## src/nvs_pkg.sv

```systemverilog
// Package: register map, field positions, timing for the nonvolatile write sequencer
package nvs_pkg;

    // ------------------------------------------------------------
    // Register byte addresses (APB, one aligned word each)
    // ------------------------------------------------------------
    localparam logic [11:0] NVS_ACCESS_CONTROL_ADDR = 12'h18c;
    localparam logic [11:0] NVS_ADDRESS_LOW_ADDR    = 12'h190;
    localparam logic [11:0] NVS_ADDRESS_HIGH_ADDR   = 12'h194;
    localparam logic [11:0] NVS_DATA_LOW_ADDR       = 12'h198;
    localparam logic [11:0] NVS_DATA_HIGH_ADDR      = 12'h19c;
    localparam logic [11:0] NVS_FLAGS_TWO_ADDR      = 12'h1a0;

    // ------------------------------------------------------------
    // Field positions in the access control register
    // ------------------------------------------------------------
    localparam int NVS_READ_START_BIT   = 0;
    localparam int NVS_WRITE_START_BIT  = 1;
    localparam int NVS_WRITE_ENABLE_BIT = 2;
    localparam int NVS_WRITE_ERROR_BIT  = 3;
    localparam int NVS_MEM_SELECT_BIT   = 7;

    // Write-complete flag position in peripheral_flags_two
    localparam int NVS_WRITE_COMPLETE_BIT = 4;

    // ------------------------------------------------------------
    // Reset values
    // ------------------------------------------------------------
    localparam logic [7:0] NVS_BYTE_RESET = 8'h00;
    localparam logic [5:0] NVS_HIGH_RESET = 6'h00;

    // ------------------------------------------------------------
    // Timing of the memory array operations
    // ------------------------------------------------------------
    localparam int NVS_CLK_MHZ       = 50;
    localparam int NVS_ERASE_TIME_US = 2;
    localparam int NVS_PROG_TIME_US  = 2;
    localparam int NVS_ERASE_CYCLES  = NVS_ERASE_TIME_US * NVS_CLK_MHZ;
    localparam int NVS_PROG_CYCLES   = NVS_PROG_TIME_US * NVS_CLK_MHZ;

    // Sequencer states
    typedef enum logic [2:0] {
        NVS_IDLE,
        NVS_READ,
        NVS_ERASE,
        NVS_PROGRAM,
        NVS_DONE
    } nvs_state_e;

endpackage

```

## src/nvs_sequencer.sv

```systemverilog
// Nonvolatile memory read/write sequencer with APB register access
//
// Behaviour
// - A write never starts while the write enable bit is clear, even with write start set.
// - Write start launches a write, is cleared by hardware at the end, and software cannot clear it.
// - A completed write sets the write complete flag in peripheral_flags_two.
// - A data EEPROM write erases the low-address location and then programs the low data byte.
// - During a data EEPROM write the processor keeps running.
// - A program memory write halts the processor, erases and programs high:low, sets the flag, then resumes.
// - An external or watchdog reset during a write sets the write error flag; a completed write clears it.
// - External and watchdog resets leave data, address and memory select registers unchanged.
// - Bits 6 to 4 of the access control register read as zero.
module nvs_sequencer
    import nvs_pkg::*;
#(
    parameter int TIMER_WIDTH = 16
) (
    input  wire logic        clk,
    input  wire logic        reset,
    input  wire logic        warm_reset,
    input  wire logic [11:0] paddr,
    input  wire logic        psel,
    input  wire logic        penable,
    input  wire logic        pwrite,
    input  wire logic [31:0] pwdata,
    input  wire logic [3:0]  pstrb,
    output logic [31:0]      prdata,
    output logic             pready,
    output logic             pslverr,
    output logic             cpu_halt,
    output logic             mem_select_prog,
    output logic [13:0]      mem_addr,
    output logic [13:0]      mem_wdata,
    input  wire logic [13:0] mem_rdata,
    output logic             mem_read,
    output logic             mem_erase,
    output logic             mem_program
);

    // ------------------------------------------------------------
    // State
    // ------------------------------------------------------------
    nvs_state_e state_ff;
    nvs_state_e nxt_state;
    logic [7:0] address_low_ff;
    logic [7:0] nxt_address_low;
    logic [5:0] address_high_ff;
    logic [5:0] nxt_address_high;
    logic [7:0] data_low_ff;
    logic [7:0] nxt_data_low;
    logic [5:0] data_high_ff;
    logic [5:0] nxt_data_high;
    logic       mem_select_ff;
    logic       nxt_mem_select;
    logic       write_enable_ff;
    logic       nxt_write_enable;
    logic       write_start_ff;
    logic       nxt_write_start;
    logic       read_start_ff;
    logic       nxt_read_start;
    logic       write_error_ff;
    logic       nxt_write_error;
    logic       write_complete_ff;
    logic       nxt_write_complete;

    logic                   timer_load;
    logic [TIMER_WIDTH-1:0] timer_value;
    logic                   timer_expired;
    logic                   apb_write;
    logic                   apb_read;
    logic                   busy;
    logic                   known_addr;
    logic [31:0]            nxt_prdata;
    logic [31:0]            prdata_ff;

    // ------------------------------------------------------------
    // APB decode
    // ------------------------------------------------------------
    assign apb_write = psel && penable && pwrite && pstrb[0];
    assign apb_read  = psel && !penable && !pwrite;
    assign busy      = (state_ff != NVS_IDLE);
    assign pready    = 1'b1;

    // Unmapped address flag
    always_comb begin
        known_addr = 1'b1;
        if (paddr == NVS_ACCESS_CONTROL_ADDR) begin
            known_addr = 1'b1;
        end else if (paddr == NVS_ADDRESS_LOW_ADDR) begin
            known_addr = 1'b1;
        end else if (paddr == NVS_ADDRESS_HIGH_ADDR) begin
            known_addr = 1'b1;
        end else if (paddr == NVS_DATA_LOW_ADDR) begin
            known_addr = 1'b1;
        end else if (paddr == NVS_DATA_HIGH_ADDR) begin
            known_addr = 1'b1;
        end else if (paddr == NVS_FLAGS_TWO_ADDR) begin
            known_addr = 1'b1;
        end else begin
            known_addr = 1'b0;
        end
    end
    assign pslverr = psel && penable && !known_addr;

    // Read data, captured in the setup cycle
    always_comb begin
        nxt_prdata = prdata_ff;
        if (apb_read) begin
            nxt_prdata = 32'h0000_0000;
            if (paddr == NVS_ACCESS_CONTROL_ADDR) begin
                nxt_prdata[NVS_MEM_SELECT_BIT]   = mem_select_ff;
                nxt_prdata[NVS_WRITE_ERROR_BIT]  = write_error_ff;
                nxt_prdata[NVS_WRITE_ENABLE_BIT] = write_enable_ff;
                nxt_prdata[NVS_WRITE_START_BIT]  = write_start_ff;
                nxt_prdata[NVS_READ_START_BIT]   = read_start_ff; // Bits 6:4 stay zero
            end else if (paddr == NVS_ADDRESS_LOW_ADDR) begin
                nxt_prdata[7:0] = address_low_ff;
            end else if (paddr == NVS_ADDRESS_HIGH_ADDR) begin
                nxt_prdata[5:0] = address_high_ff;
            end else if (paddr == NVS_DATA_LOW_ADDR) begin
                nxt_prdata[7:0] = data_low_ff;
            end else if (paddr == NVS_DATA_HIGH_ADDR) begin
                nxt_prdata[5:0] = data_high_ff;
            end else if (paddr == NVS_FLAGS_TWO_ADDR) begin
                nxt_prdata[NVS_WRITE_COMPLETE_BIT] = write_complete_ff;
            end
        end
    end
    assign prdata = prdata_ff;

    // ------------------------------------------------------------
    // Registers and sequencer next state
    // ------------------------------------------------------------
    always_comb begin
        nxt_state          = state_ff;
        nxt_address_low    = address_low_ff;
        nxt_address_high   = address_high_ff;
        nxt_data_low       = data_low_ff;
        nxt_data_high      = data_high_ff;
        nxt_mem_select     = mem_select_ff;
        nxt_write_enable   = write_enable_ff;
        nxt_write_start    = write_start_ff;
        nxt_read_start     = read_start_ff;
        nxt_write_error    = write_error_ff;
        nxt_write_complete = write_complete_ff;
        timer_load         = 1'b0;
        timer_value        = '0;

        // Software writes
        if (apb_write) begin
            if (paddr == NVS_ACCESS_CONTROL_ADDR) begin
                if (!busy) begin
                    nxt_mem_select = pwdata[NVS_MEM_SELECT_BIT]; // Held during access
                end
                nxt_write_enable = pwdata[NVS_WRITE_ENABLE_BIT];
                nxt_write_error  = pwdata[NVS_WRITE_ERROR_BIT];
                if (pwdata[NVS_WRITE_START_BIT] && write_enable_ff) begin
                    nxt_write_start = 1'b1; // Set only, gated by enable
                end
                if (pwdata[NVS_READ_START_BIT]) begin
                    nxt_read_start = 1'b1; // Set only
                end
            end else if (paddr == NVS_ADDRESS_LOW_ADDR && !busy) begin
                nxt_address_low = pwdata[7:0];
            end else if (paddr == NVS_ADDRESS_HIGH_ADDR && !busy) begin
                nxt_address_high = pwdata[5:0];
            end else if (paddr == NVS_DATA_LOW_ADDR && !busy) begin
                nxt_data_low = pwdata[7:0];
            end else if (paddr == NVS_DATA_HIGH_ADDR && !busy) begin
                nxt_data_high = pwdata[5:0];
            end else if (paddr == NVS_FLAGS_TWO_ADDR) begin
                nxt_write_complete = pwdata[NVS_WRITE_COMPLETE_BIT];
            end
        end

        // Sequencer
        case (state_ff)
            NVS_IDLE: begin
                if (write_start_ff && write_enable_ff) begin
                    nxt_state   = NVS_ERASE; // Erase first
                    timer_load  = 1'b1;
                    timer_value = TIMER_WIDTH'(NVS_ERASE_CYCLES);
                end else if (write_start_ff) begin
                    nxt_write_start = 1'b0; // Refused while disabled
                end else if (read_start_ff) begin
                    nxt_state = NVS_READ;
                end
            end
            NVS_READ: begin
                nxt_data_low   = mem_rdata[7:0]; // Fetch into data registers
                nxt_read_start = 1'b0;
                nxt_state      = NVS_IDLE;
                if (mem_select_ff) begin
                    nxt_data_high = mem_rdata[13:8];
                end
            end
            NVS_ERASE: begin
                if (timer_expired) begin
                    nxt_state   = NVS_PROGRAM;
                    timer_load  = 1'b1;
                    timer_value = TIMER_WIDTH'(NVS_PROG_CYCLES);
                end
            end
            NVS_PROGRAM: begin
                if (timer_expired) begin
                    nxt_state = NVS_DONE;
                end
            end
            NVS_DONE: begin
                nxt_write_start    = 1'b0; // Hardware clear at end
                nxt_write_complete = 1'b1; // Set wins over software clear
                nxt_write_error    = 1'b0; // Completed write
                nxt_state          = NVS_IDLE;
            end
            default: begin
                nxt_state = NVS_IDLE;
            end
        endcase

        // Warm reset aborts the write; data, address, select kept
        if (warm_reset) begin
            if (state_ff == NVS_ERASE || state_ff == NVS_PROGRAM) begin
                nxt_write_error = 1'b1; // Interrupted write
            end
            nxt_state        = NVS_IDLE;
            nxt_write_enable = 1'b0;
            nxt_write_start  = 1'b0;
            nxt_read_start   = 1'b0;
        end
    end

    // Register all state
    always_ff @(posedge clk) begin
        if (reset) begin
            state_ff          <= NVS_IDLE;
            address_low_ff    <= NVS_BYTE_RESET;
            address_high_ff   <= NVS_HIGH_RESET;
            data_low_ff       <= NVS_BYTE_RESET;
            data_high_ff      <= NVS_HIGH_RESET;
            mem_select_ff     <= 1'b0;
            write_enable_ff   <= 1'b0;
            write_start_ff    <= 1'b0;
            read_start_ff     <= 1'b0;
            write_error_ff    <= 1'b0;
            write_complete_ff <= 1'b0;
            prdata_ff         <= 32'h0000_0000;
        end else begin
            state_ff          <= nxt_state;
            address_low_ff    <= nxt_address_low;
            address_high_ff   <= nxt_address_high;
            data_low_ff       <= nxt_data_low;
            data_high_ff      <= nxt_data_high;
            mem_select_ff     <= nxt_mem_select;
            write_enable_ff   <= nxt_write_enable;
            write_start_ff    <= nxt_write_start;
            read_start_ff     <= nxt_read_start;
            write_error_ff    <= nxt_write_error;
            write_complete_ff <= nxt_write_complete;
            prdata_ff         <= nxt_prdata;
        end
    end

    // ------------------------------------------------------------
    // Phase timer
    // ------------------------------------------------------------
    nvs_timer #(
        .WIDTH      (TIMER_WIDTH)
    ) u_timer (
        .clk        (clk),
        .reset      (reset),
        .load       (timer_load),
        .load_value (timer_value),
        .expired    (timer_expired)
    );

    // ------------------------------------------------------------
    // Array interface and processor stall
    // ------------------------------------------------------------
    assign cpu_halt = mem_select_ff && (state_ff == NVS_ERASE || state_ff == NVS_PROGRAM
                      || state_ff == NVS_DONE); // Only program writes stall
    assign mem_select_prog = mem_select_ff; // Target choice
    assign mem_addr    = mem_select_ff ? {address_high_ff, address_low_ff} : {6'h00, address_low_ff};
    assign mem_wdata   = mem_select_ff ? {data_high_ff, data_low_ff} : {6'h00, data_low_ff};
    assign mem_read    = (state_ff == NVS_READ);
    assign mem_erase   = (state_ff == NVS_ERASE);
    assign mem_program = (state_ff == NVS_PROGRAM);

endmodule

```

## src/nvs_timer.sv

```systemverilog
// Down-counter that times one erase or program phase
module nvs_timer
    import nvs_pkg::*;
#(
    parameter int WIDTH = 16
) (
    input  wire logic             clk,
    input  wire logic             reset,
    input  wire logic             load,
    input  wire logic [WIDTH-1:0] load_value,
    output logic                  expired
);

    // ------------------------------------------------------------
    // Counter
    // ------------------------------------------------------------
    logic [WIDTH-1:0] count_ff;
    logic [WIDTH-1:0] nxt_count;

    // Next count: load, decrement, or hold at zero
    always_comb begin
        nxt_count = count_ff;
        if (load) begin
            nxt_count = load_value;
        end else if (count_ff != '0) begin
            nxt_count = count_ff - 1'b1;
        end
    end

    // Register the count
    always_ff @(posedge clk) begin
        if (reset) begin
            count_ff <= '0;
        end else begin
            count_ff <= nxt_count;
        end
    end

    // Expiry once the counter reaches one
    assign expired = (count_ff == {{(WIDTH-1){1'b0}}, 1'b1});

endmodule

```

## config.mk

```make
export PLATFORM = sky130hd
export DESIGN_NAME = nvs_sequencer
export DESIGN_NICKNAME = d
export VERILOG_FILES = /design/src/nvs_pkg.sv /design/src/nvs_sequencer.sv /design/src/nvs_timer.sv
export SDC_FILE = /design/constraint.sdc
export NUM_CORES = 1
export LEC_CHECK = 0
export BUFFER_PORTS_ARGS = -buffer_cell sky130_fd_sc_hd__buf_4
export CORE_ASPECT_RATIO = 1.75
export CORE_MARGIN = 5
export CORE_UTILIZATION = 50
export DETAILED_ROUTE_END_ITERATION = 8
export PLACE_DENSITY = 0.87
export SLEW_MARGIN = 30
export SYNTH_ARGS = -nofsm -noshare
export SYNTH_HDL_FRONTEND = slang
export SYNTH_SLANG_ARGS = --single-unit
```

## constraint.sdc

```tcl
create_clock -name clk -period 2.16 [get_ports clk]
set_clock_uncertainty 0.1 [all_clocks]
set_input_delay 0.108 -clock clk [delete_from_list [all_inputs] [get_ports clk]]
set_output_delay 0.108 -clock clk [all_outputs]
set_load 0.02 [all_outputs]
```

Word level (Yosys, flattened, before mapping)
Cells that the tools add are included.
Cells by class
  add/sub/neg operators: 1
  equal/unequal tests: 23
  muxes and demuxes: 67
  bitwise operators: 3
  reductions and logical operators: 37
Operator list (number)
  12-bit by 9-bit equality test with 1-bit output (second input constant): 6
  6-bit two-way mux: 10
  8-bit two-way mux: 7
  16-bit two-way mux: 2
  1-bit two-way mux: 30
  14-bit two-way mux: 2
  3-bit two-way mux: 6
  16-bit by 1-bit equality test with 1-bit output (second input constant): 1
  16-bit nonzero test: 1
  16-bit by 1-bit subtractor with 16-bit output (second input constant): 1
  7-bit two-way mux: 2
  2-bit by 1-bit inequality test with 1-bit output (second input constant): 7
  7-bit case mux with 2 select lines: 1
  1-bit logical AND: 13
  2-bit nonzero test: 5
  3-bit case mux with 3 select lines: 1
  3-bit AND reduction: 3
  4-bit two-way mux: 2
  4-bit AND reduction: 2
  7-bit AND reduction: 1
  3-bit by 2-bit equality test with 1-bit output (second input constant): 2
  2-bit inequality test (second input constant): 3
  3-bit inequality test (second input constant): 2
  5-bit AND reduction: 1
  other kinds (12): 20
Storage, ports and cells
  bits in registers: 61
  input port bits: 68
  output and inout bits: 67
  logic and storage cells: 144

Depth between registers and ports, before layout
  word-level depth: 11
  mapped depth: 7
  depth with buffers taken out: 6

By module
A second synthesis with hierarchy kept.
Second synthesis, totals
  cells, all modules: 463
  area, all modules: 3789.9 um^2
By module, submodules not included
  nvs_sequencer: instances 1, cells each 360, area an instance 2894.0 um^2, seq. area each 900.9 um^2
  nvs_timer: instances 1, cells each 103, area an instance 895.9 um^2, seq. area each 320.3 um^2

Worst setup path before layout
No wires, ideal clock.
  path type: register to register
  start: register u_timer.count_ff[0]
  end: register u_timer.count_ff[10]
  library setup time: 0.070 ns
  data arrival time: 1.788 ns
  slack: 0.202 ns
  stages on the path, launching flop included: 7
  buffers on the path: 0
  period minus slack after synthesis: 1.958 ns
  path through: dfxtp_1 inv_1 ha_1 nor4b_1 o211ai_1 or4_2 a21oi_1
Between the ends
  longest elaborated chain between the ends: 4
  elaborated cells on any way between the ends: 8
RTL lines
  start: declaration: line nvs_timer.sv:17  | logic [WIDTH-1:0] count_ff;
  start signal: assignment: line nvs_timer.sv:35  | count_ff <= nxt_count;
  branches (longest 4 deep; another with 16-bit by 1-bit subtractor with 16-bit output)
Several ways; the timed one is not identified. The select of a mux whose other input is x is not followed.
A chain may end at the register's enable or synchronous reset.

Final worst setup path
  start: register u_timer.count_ff[0]
  end: register u_timer.count_ff[5]
Between the ends
  longest elaborated chain between the ends: 4
  elaborated cells on any way between the ends: 10
RTL lines
  branches (longest 4 deep; another with 16-bit by 1-bit subtractor with 16-bit output)
Several ways; the timed one is not identified. The select of a mux whose other input is x is not followed.

==> impl_metrics.py <==
metrics = {
    "outcome": {
        "status": "finished, final reports clean",
    },
    "worst_setup_path": {
        "critical_path_class": "flip-flop to flip-flop",
        "critPathMaxFanout": 5,
        "r2r_slack_ns": 0.06,
        "cp_slowest_stage_delay_ns": 0.53,
        "startpoint_type": "flip-flop",
        "cp.required_ns": 2.32,
        "reg2reg_from": "u_timer.count_ff[0]",
        "ff2ff_path_depth": 7,
        "crit_family": "simple AND/OR/NAND/NOR gates",
        "slowest_stage": "or4b_4",
        "r2r-end": "u_timer.count_ff[5]",
        "cp_cell_sequence": "inv_1 -> ha_2 -> or4b_4 -> nor4_4 -> buf_4 -> o21ai_0 -> a31oi_1",
        "critPathBufInv": 2,
        "endpoint_kind": "flip-flop",
        "crit_cells": 7,
        "cp_data_arrival_time_ns": 2.27,
    },
    "floorplan": {
        "dieArea_mm2": 0.009024,
        "ioPinCount": 135,
        "fp.coreArea_mm2": 0.007079,
        "start_util_pct": 50.60,
        "rows": 41,
        "fp.dieH_um": 122.0,
        "die_w_um": 73.99,
    },
    "logic_synthesis": {
        "synth_cells": 441,
        "synth_ff_type": "dfxtp_1",
        "syn_avg_cell_area_um2": 8.123,
        "synth_area_leaders": "dfxtp_1, o21ai_0, buf_4, nand4_1, a21oi_1",
        "synthMostInstantiatedCell": "dfxtp_1",
        "synth_warnings": 0,
        "yosysSeqAreaShare_pct": 34.09,
        "syn-cell-area_mm2": 0.003582,
        "yosysUniqueCellTypes": 56,
        "yosysTopAreaCellShare_pct": 34.09,
        "synth_edf_count": 0,
        "synth_commonest_cells": "dfxtp_1, o21ai_0, a21oi_1",
        "post-synth-top-area-cell": "dfxtp_1",
        "ys_ff_latch": 61,
        "async_flop_share_pct": 0,
    },
    "finish": {
        "ff_latch_area_mm2": 0.001221,
        "drive_gt1_share_pct": 26.68,
        "final_area_mm2": 0.004785,
        "fin_cells": 637,
        "fillers": 551,
        "multi_input_area_mm2": 0.002136,
        "num_antenna_cells": 0,
        "nNetsFinal": 616,
        "area_growth_pct": 33.57,
    },
    "placement": {
        "portBuffers": 82,
        "hpwl_um": 8493,
        "post_dp_cell_area_mm2": 0.004252,
        "globalplace.congestion": 0.9371,
        "dp_cells": 600,
        "pre_cts_ws_ns": 0.03865,
    },
    "timing": {
        "hold_viol": 0,
        "drv_slew": 0,
        "worst_pin_slew_ns": 0.6392,
        "setup_violations": 0,
        "fin_crit_ns": 2.104,
        "fmax_mhz": 475.2,
        "timing.hold.ws_ns": 0.003893,
        "setup_ws_ns": 0.05571,
        "max_slew_margin_pct": 56.83,
        "min_period_over_period_pct": 97.42,
    },
    "clocking": {
        "cts_sinks": 61,
        "clockBufferDepth": 2,
        "insertion_delay_ns": 0.34,
        "cts_tree": "yes",
        "numCtsBuffers": 9,
        "cts-root-buf": "clkbuf_16",
        "cts.clk_slew.worst_paths_ns": 0.05,
        "htree_levels": 3,
    },
    "power": {
        "power_density_mw_per_mm2": 951.3,
        "power_uw": 4552,
        "p_leak_uw": 0.001926,
        "peakVddDrop_v": 0.001145,
    },
    "routing": {
        "vias_per_cell": 6.413,
        "drtPass1Iterations": 8,
        "wire_per_inst_um": 19.35,
        "postRouteWirelength_um": 12320,
        "drt_iter0_markers": 497,
        "ant_nets": 0,
        "route.detailed.drc": 0,
        "vias": 4085,
    },
    "grt": {
        "grt_pass1_wl_um": 18780,
        "grt_max_degree": 37,
        "globalRouteOverflowTotal": 0,
        "track_usage_pct": 27.09,
        "first_global_vias": 3911,
        "antenna_found_initial": 0,
    },
    "job": {
        "drv_cap": 0,
    },
    "worst_hold_path": {
        "hold_start": "paddr[4]",
        "worstHoldPathType": "primary input to flip-flop",
        "hold_path_end": "prdata[2]",
        "hold-path-cell-count": 3,
    },
}
-- power breakdown --
part	switching, uW	internal, uW
sequential	173	1260
clock	527	1000
combinational	856	730
total	1560	3000
-- cells in the final DEF (no fill, tap or decap), drive strengths merged, types with 3 or more instances in the layout --
master / count
nor2: 25
a31oi: 21
nor4b: 3
and2: 18
o31ai: 7
o211ai: 3
inv: 5
dlygate4sd3: 19
nor3: 9
nor4: 8
or2: 3
and4: 3
dfxtp: 61
clkinv: 3
nand2: 17
nand4: 27
or3: 6
nand3: 15
a211oi: 10
a21oi: 30
a22oi: 3
nor2b: 4
conb: 25
clkbuf: 9
and3: 11
o21ai: 43
or4b: 5
nand2b: 4
mux4: 4
or4: 9
mux2i: 6
buf: 106
-- per-stage QoR --
stage	util [%]	TNS, ns
final	67.59	0
after global routing	67.59	-0.2214
after CTS	67.20	0
after detailed placement	60.06	0
after global placement	60.06	0
after floorplan	-	0
-- how the worst max path moves through the flow --
stage	start	to
after floorplan	u_timer.count_ff[0]	u_timer.count_ff[10]
after global placement	u_timer.count_ff[0]	u_timer.count_ff[6]
after detailed placement	u_timer.count_ff[0]	u_timer.count_ff[3]
after CTS	u_timer.count_ff[0]	u_timer.count_ff[3]
after global routing	u_timer.count_ff[1]	u_timer.count_ff[12]
final	u_timer.count_ff[0]	u_timer.count_ff[5]
-- final cells by class --
class                   instances  share of cell area [%]
well taps                      86                   2.249
clock inverters                 7                   1.883
clock buffers                   9                   4.707
inverters                       5                  0.3923
repair buffers                125                   20.61
flip-flops and latches         61                   25.52
multi-input cells             344                   44.64
-- state kept, by name, indices dropped and copies added, names as in the netlist --
register / cells
write_complete_ff: 1
data_low_ff: 8
data_high_ff: 6
address_low_ff: 8
state_ff: 3
u_timer.count_ff: 16
mem_select_prog: 1
write_error_ff: 1
address_high_ff: 6
write_enable_ff: 1
read_start_ff: 1
prdata: 8
write_start_ff: 1
-- worst min-delay path: cells and delay by family --
kind	cells	cell delay, ns
buffers and inverters	1	0.14
AO/OA/AOI/OAI	1	0.06
AND/OR/NAND/NOR	1	0.08
-- routing by layer --
metal	track usage (%)	wire [um]
met5	0	0
met4	19.61	758
met3	7.597	1048
met2	46.00	6386
met1	27.37	4131
-- what timing repair did --
item                                    in CTS  in global routing
hold buffers                                19                  0
endpoints found under the setup margin       0                 10
buffers inserted                             0                  2
endpoints found under the hold margin       26                  0
gates resized for setup                      0                  3
-- cell families after synthesis --
kind of cell | synth area share (%)
other | 0.2096
AO/OA/AOI/OAI | 21.76
XOR/XNOR | 0.7336
multiplexers | 4.820
buffers and inverters | 9.046
adder cells (fa/ha/maj) | 0.6985
AND/OR/NAND/NOR | 28.64
flip-flops | 34.09
No activity file was read; power rests on OpenSTA's default activity.
